$ cat src/ccs_pkg.sv
// constants, field layout and state record for the codec clock source select block
// assumes one register port driven by the control-bus slave on the same clock
package ccs_pkg;

  // ----------------------------------------------------------------
  // register map
  // ----------------------------------------------------------------
  localparam logic [7:0] CCS_SRC_SEL_ADDR = 8'h65;
  localparam logic [7:0] CCS_GEN_CTL_ADDR = 8'h66;
  localparam logic [7:0] CCS_SRC_SEL_RST = 8'h00;
  localparam logic [7:0] CCS_GEN_CTL_RST = 8'h02;
  localparam logic [7:0] CCS_RDATA_RST = 8'h00;

  // ----------------------------------------------------------------
  // field positions
  // ----------------------------------------------------------------
  localparam int CCS_CORE_SEL_BIT = 0;
  localparam int CCS_DIV_SRC_HI = 7;
  localparam int CCS_DIV_SRC_LO = 6;
  localparam int CCS_REF_SRC_HI = 5;
  localparam int CCS_REF_SRC_LO = 4;
  localparam int CCS_NDIV_HI = 3;
  localparam int CCS_NDIV_LO = 0;
  // source code 10 picks the bit clock, 00 the master clock
  localparam int CCS_SRC_BCLK_BIT = 1;

  // ----------------------------------------------------------------
  // divider encoding
  // ----------------------------------------------------------------
  localparam logic [3:0] CCS_NCODE_16 = 4'h0;
  localparam logic [3:0] CCS_NCODE_17 = 4'h1;
  localparam logic [4:0] CCS_NVAL_16 = 5'h10;
  localparam logic [4:0] CCS_NVAL_17 = 5'h11;
  localparam logic [4:0] CCS_CNT_ZERO = 5'h00;
  localparam logic [4:0] CCS_CNT_ONE = 5'h01;

  // ----------------------------------------------------------------
  // carriers
  // ----------------------------------------------------------------
  typedef struct packed {
    logic [7:0] addr;
    logic [7:0] wdata;
    logic wr;
    logic rd;
  } ccs_reg_req_t;

  typedef struct packed {
    logic [1:0] mpin_sync;
    logic [1:0] bpin_sync;
    logic [1:0] pll_sync;
    logic [1:0] cdo_sync;
    logic pll_prev;
    logic core_sel;
    logic [7:0] gen_ctl;
    logic [4:0] cnt;
    logic pdo;
    logic core_clk;
    logic div_in;
    logic ref_in;
    logic [7:0] rdata;
  } ccs_state_t;

  function automatic logic [4:0] ccs_nval(input logic [3:0] code);
    if (code == CCS_NCODE_16)
      return CCS_NVAL_16;
    else if (code == CCS_NCODE_17)
      return CCS_NVAL_17;
    else
      return {1'b0, code};
  endfunction : ccs_nval

endpackage : ccs_pkg

$ cat src/ccs_clock_select.sv
// clock source multiplexers and pll divider with their two control registers
// assumes pins and pll clock are far slower than mclk, so sampling them is enough
`timescale 1ns/100ps

module ccs_clock_select
  import ccs_pkg::*;
(
  input wire logic mclk,
  input wire logic rst,
  input ccs_reg_req_t reg_req,
  output logic [7:0] reg_rdata,
  input wire logic master_clk_pin,
  input wire logic bit_clk_pin,
  input wire logic pll_clock,
  input wire logic clock_divider_output,
  output logic clock_divider_input,
  output logic pll_reference_input,
  output logic pll_divider_output,
  output logic codec_core_clock
);

  ccs_state_t s_r;
  ccs_state_t s_nxt;
  logic [4:0] nval;
  logic pll_rise;

  // ----------------------------------------------------------------
  // next state
  // ----------------------------------------------------------------
  always_comb
  begin
    s_nxt = s_r;
    nval = ccs_nval(s_r.gen_ctl[CCS_NDIV_HI:CCS_NDIV_LO]);
    s_nxt.mpin_sync = {s_r.mpin_sync[0], master_clk_pin};
    s_nxt.bpin_sync = {s_r.bpin_sync[0], bit_clk_pin};
    s_nxt.pll_sync = {s_r.pll_sync[0], pll_clock};
    s_nxt.cdo_sync = {s_r.cdo_sync[0], clock_divider_output};
    s_nxt.pll_prev = s_r.pll_sync[1];
    pll_rise = s_r.pll_sync[1] && !s_r.pll_prev;

    // register writes; reserved select bits are simply not stored
    if (reg_req.wr && reg_req.addr == CCS_SRC_SEL_ADDR)
      s_nxt.core_sel = reg_req.wdata[CCS_CORE_SEL_BIT];
    if (reg_req.wr && reg_req.addr == CCS_GEN_CTL_ADDR)
      s_nxt.gen_ctl = reg_req.wdata;
    if (reg_req.rd)
    begin
      case (reg_req.addr)
        CCS_SRC_SEL_ADDR: s_nxt.rdata = {7'h00, s_r.core_sel};
        CCS_GEN_CTL_ADDR: s_nxt.rdata = s_r.gen_ctl;
        default: s_nxt.rdata = CCS_RDATA_RST;
      endcase
    end

    // reserved source codes fold onto their high bit
    s_nxt.div_in = s_r.gen_ctl[CCS_DIV_SRC_HI - 1 + CCS_SRC_BCLK_BIT] ?
      s_r.bpin_sync[1] : s_r.mpin_sync[1];
    s_nxt.ref_in = s_r.gen_ctl[CCS_REF_SRC_HI - 1 + CCS_SRC_BCLK_BIT] ?
      s_r.bpin_sync[1] : s_r.mpin_sync[1];

    // counting wraps at or past n-1 so a smaller new value is never overrun
    if (pll_rise)
    begin
      if (s_r.cnt >= nval - CCS_CNT_ONE)
        s_nxt.cnt = CCS_CNT_ZERO;
      else
        s_nxt.cnt = s_r.cnt + CCS_CNT_ONE;
    end
    if (s_r.cnt >= nval)
      s_nxt.cnt = CCS_CNT_ZERO;
    // high for the first half of each period; odd n gives a short high phase
    s_nxt.pdo = (s_nxt.cnt < (nval >> 1));

    s_nxt.core_clk = s_r.core_sel ? s_r.cdo_sync[1] : s_r.pdo;
  end

  // ----------------------------------------------------------------
  // state register
  // ----------------------------------------------------------------
  always_ff @(posedge mclk)
  begin
    if (rst)
    begin
      s_r <= '0;
      s_r.core_sel <= CCS_SRC_SEL_RST[CCS_CORE_SEL_BIT];
      s_r.gen_ctl <= CCS_GEN_CTL_RST;
      s_r.rdata <= CCS_RDATA_RST;
    end
    else
      s_r <= s_nxt;
  end

  assign reg_rdata = s_r.rdata;
  assign clock_divider_input = s_r.div_in;
  assign pll_reference_input = s_r.ref_in;
  assign pll_divider_output = s_r.pdo;
  assign codec_core_clock = s_r.core_clk;
endmodule : ccs_clock_select

$ cat config.mk
export PLATFORM = sky130hd
export DESIGN_NAME = ccs_clock_select
export DESIGN_NICKNAME = d
export VERILOG_FILES = /design/src/ccs_pkg.sv /design/src/ccs_clock_select.sv
export SDC_FILE = /design/constraint.sdc
export NUM_CORES = 1
export LEC_CHECK = 0
export BUFFER_PORTS_ARGS = -buffer_cell sky130_fd_sc_hd__clkbuf_2
export CAP_MARGIN = 20
export CORE_MARGIN = 4
export CORE_UTILIZATION = 45
export CTS_CLUSTER_SIZE = 20
export DETAILED_ROUTE_END_ITERATION = 8
export PLACE_DENSITY_LB_ADDON = 0.08
export SYNTH_ARGS = -nofsm -noshare
export SYNTH_HDL_FRONTEND = slang
export SYNTH_SLANG_ARGS = --single-unit
$ cat constraint.sdc
create_clock -name mclk -period 4.9 [get_ports mclk]
set_input_delay 0.49 -clock mclk [delete_from_list [all_inputs] [get_ports mclk]]
set_output_delay 0.49 -clock mclk [all_outputs]
set_load 0.01 [all_outputs]
==> summary.txt <==
Power and ir drop
  • Maximum vdd drop: approximately 220 uV
  • Power Density: between 200 and 300 nW/um^2
  • Leak: 0.0009807 uW
  • Overall Power: 530.5 uW

Cells and area
  • Multi-input combinational cell area: 984.7 sq um
  • Finished Core Util: 0.5408
  • Synth-to-layout area growth: 12.57%
  • Total Nets Final: 255
  • FF+latch area: between 700 and 800 sq um
  • Filler Cell Count: 341
  • Layout cells sized above 1: 0.2383
  • Ant. Diodes: 0

Clock tree
  • H-tree levels: 2
  • Root buf cell: clkbuf_8
  • TritonCTS clock tree: built
  • Post-CTS Setup Bufs: 0
  • Worst-case clock buffer depth: 2
  • Post_cts resized: 0
  • # clock sinks: 35
  • Clk pin slew, worst setup/hold paths: around 70 ps
  • Hold buffers post-CTS: 0
  • Inserted Clock Buffers: 5
  • Worst skew pair latency: between 200 and 300 ps

Job
  • Number of max-cap violations: 0

GRT
  • Vias in the first global route: roughly 1.4k
  • First-pass GRT wire length: 6.113 mm
  • Overall Global Routing Usage: 0.1508
  • GRT overflow: 0
  • Initial antenna violation count: 0
  • Pin count of the biggest net entering global routing: 31

Drt
  • Post-DR wirelength/cell: about 14 microns
  • DRC: 0
  • Vias post-DR: ~1.3k
  • Pre-Repair DR Iteration Count: 4
  • DRT iter0 DRCs: 35
  • Post-Route WL: 3.561 mm
  • Post-DRT Antenna Nets: 0
  • Avg Vias per Cell: 5.084

Synthesis
  • Syn_area_per_cell: 9.793 sq um
  • Syn Nets: 227
  • Top_reg_cell synth: dfxtp_1
  • Cells after Synth: roughly 190
  • Syn. warnings: 0
  • Post-synth EDFFs: 0
  • Post-synth ARST share: 0
  • Register area share after synthesis: 0.3867
  • FF+latch count, synth: 35
  • Cell Area, Synth: between 1500 and 2000 sq um
  • Yosys cell types: 38

Floorplanning
  • Core ar.: 3771 sq um
  • Die footprint: about 5000 sq um
  • Top Ports: 36
  • Starting Density: 0.4804
  • Die width: 71.45 microns
  • Row count: 22
  • Die H: a little over 70 microns

Timing
  • Fin Hold WS: 410.7 ps
  • F_max: a little over 300 MHz
  • Post-route clock period utilization: 0.6687
  • Post-route setup TNS: 0 ps
  • Min Tclk post-route: around 3300 ps
  • Worst setup margin: around 1600 ps
  • RSZ-0062 raised after global routing: no
  • Tightest Pin Transition: around 590 ps
  • Final Hold Fails: 0
  • Final Skew: 5.551 ps
  • Slew margin rel.: 0.6074
  • Max-slew violations: 0
  • Final setup fails: 0

Worst setup path
  • CP required: just over 5000 ps
  • Critical path startpoint category: register
  • CP arrival: between 3000 and 4000 ps
  • Critical path class: reg -> reg
  • Max FO, Critical Path: 5
  • Critical Path End Type: register

Placement
  • Dpl hpwl: 2.690 mm
  • Post-place setup slack: around 1700 ps
  • IO Port Bufs: 35
  • RD Place Congestion: 0.8572

Outcome
  • Status: finished clean

Worst hold path
  • Hold WC Path Type: in -> reg
per-layer routing:
metal,vias to the layer above,part of all wire,track usage
met3,5,0.065,0.05049
met4,0,0.015,0.05428
met5,-,0,0
met2,29,0.47,0.2449
li1,679,-,-
met1,619,0.45,0.1857
registers in the layout (all words and copies together), names as in the netlist:
register and count:
s_r 18, reg_rdata 8, s_nxt 5, clock_divider_input 1
codec_core_clock 1, pll_divider_output 1, pll_reference_input 1
area by class of cell:
cell class / instances / area share
inverters: 9 / 0.01656
clock buffers: 6 / 0.03558
flip-flops and latches: 35 / 0.3436
multi-input cells: 127 / 0.4828
clock inverters: 2 / 0.006135
repair buffers: 35 / 0.08589
well taps: 48 / 0.02945
Yosys cell counts, drive strengths merged (3+ instances only):
| cell type | n | share of area |
|---|---|---|
| inv | 9 | 0.019 |
| nor2b | 21 | 0.077 |
| nand4 | 4 | 0.017 |
| clkbuf | 3 | 0.0062 |
| mux2i | 13 | 0.072 |
| dfxtp | 35 | 0.39 |
| ha | 18 | 0.12 |
| xnor2 | 4 | 0.019 |
| buf | 11 | 0.045 |
| a21oi | 8 | 0.022 |
| nand2 | 5 | 0.010 |
| a21o | 3 | 0.012 |
| a211oi | 3 | 0.012 |
| nor2 | 25 | 0.053 |
where the power goes:
group	total, uW	internal [uW]	leakage [uW]	switching, uW
sequential	293	290	0.000285	2.49
clock	201	99.2	0.0000412	102
combinational	36.5	17.3	0.000655	19.1
worst max-delay path, cell delays in order (launching register included):
cell and delay, ps:
dfxtp_1 420, inv_1 130, ha_1 230, o21ai_2 280
xnor2_1 180, ha_1 290, a21o_1 190, a221oi_4 280
o211ai_1 220, nor2_1 160, ha_1 250, and3_1 190
a211oi_1 240, o211a_1 160
final timing paths:
path / endpoint / start / depth (start not counted) / slack, ps
min: s_nxt[32] / bit_clk_pin / 2 / 410
max reg2reg: pll_divider_output / s_r[18] / 13 / 1620
min reg2reg: s_r[34] / s_nxt[34] / 1 / 440
max: pll_divider_output / s_r[18] / 13 / 1620
per-stage QoR:
| stage | std cells | area, sq um |
|---|---|---|
| 5_1_grt | 262 | 2039 |
| 2_1_floorplan | 185 | 1812 |
| 3_3_place_gp | 254 | 1954 |
| 6_report | 262 | 2039 |
| 4_1_cts | 262 | 2039 |
| 3_5_place_dp | 254 | 1954 |
layout by cell type (no fill, tap or decap):
cell type	Yosys	layout
o211a_1	2	2
o2111ai_2	1	1
and3_1	1	1
nor2b_1	20	20
xor2_1	2	2
a21bo_2	1	1
a31oi_1	1	1
a221oi_4	1	1
clkbuf_2	0	35
o31ai_1	1	1
a21boi_0	1	1
and4bb_2	1	1
clkinvlp_4	0	1
o21ba_1	1	1
inv_1	9	9
and4_1	2	2
a211oi_1	3	3
o211ai_1	1	1
and2_1	1	1
nand2_1	5	5
o2111ai_1	1	1
clkbuf_8	0	5
nor2_2	1	1
a221oi_2	1	1
a22o_1	1	1
clkinv_2	0	1
clkbuf_1	3	1
mux2i_1	13	13
nor2_1	24	24
o21ai_2	1	1
nand4_2	1	1
nand2b_1	2	2
dfxtp_1	35	35
nor2b_4	1	1
a21oi_1	8	8
xnor2_1	4	4
ha_1	18	18
nand4_1	3	3
a21o_1	3	3
logic make-up after synthesis:
group / Yosys count / share of synthesized area
AND/OR/NAND/NOR: 62 / 0.1879
flip-flops: 35 / 0.3867
AO/OA/AOI/OAI: 28 / 0.1305
buffers and inverters: 23 / 0.06975
adder cells (fa/ha/maj): 18 / 0.1243
multiplexers: 13 / 0.07182
XOR/XNOR: 6 / 0.02901
Note: power is estimated with default switching activity, not from simulation.
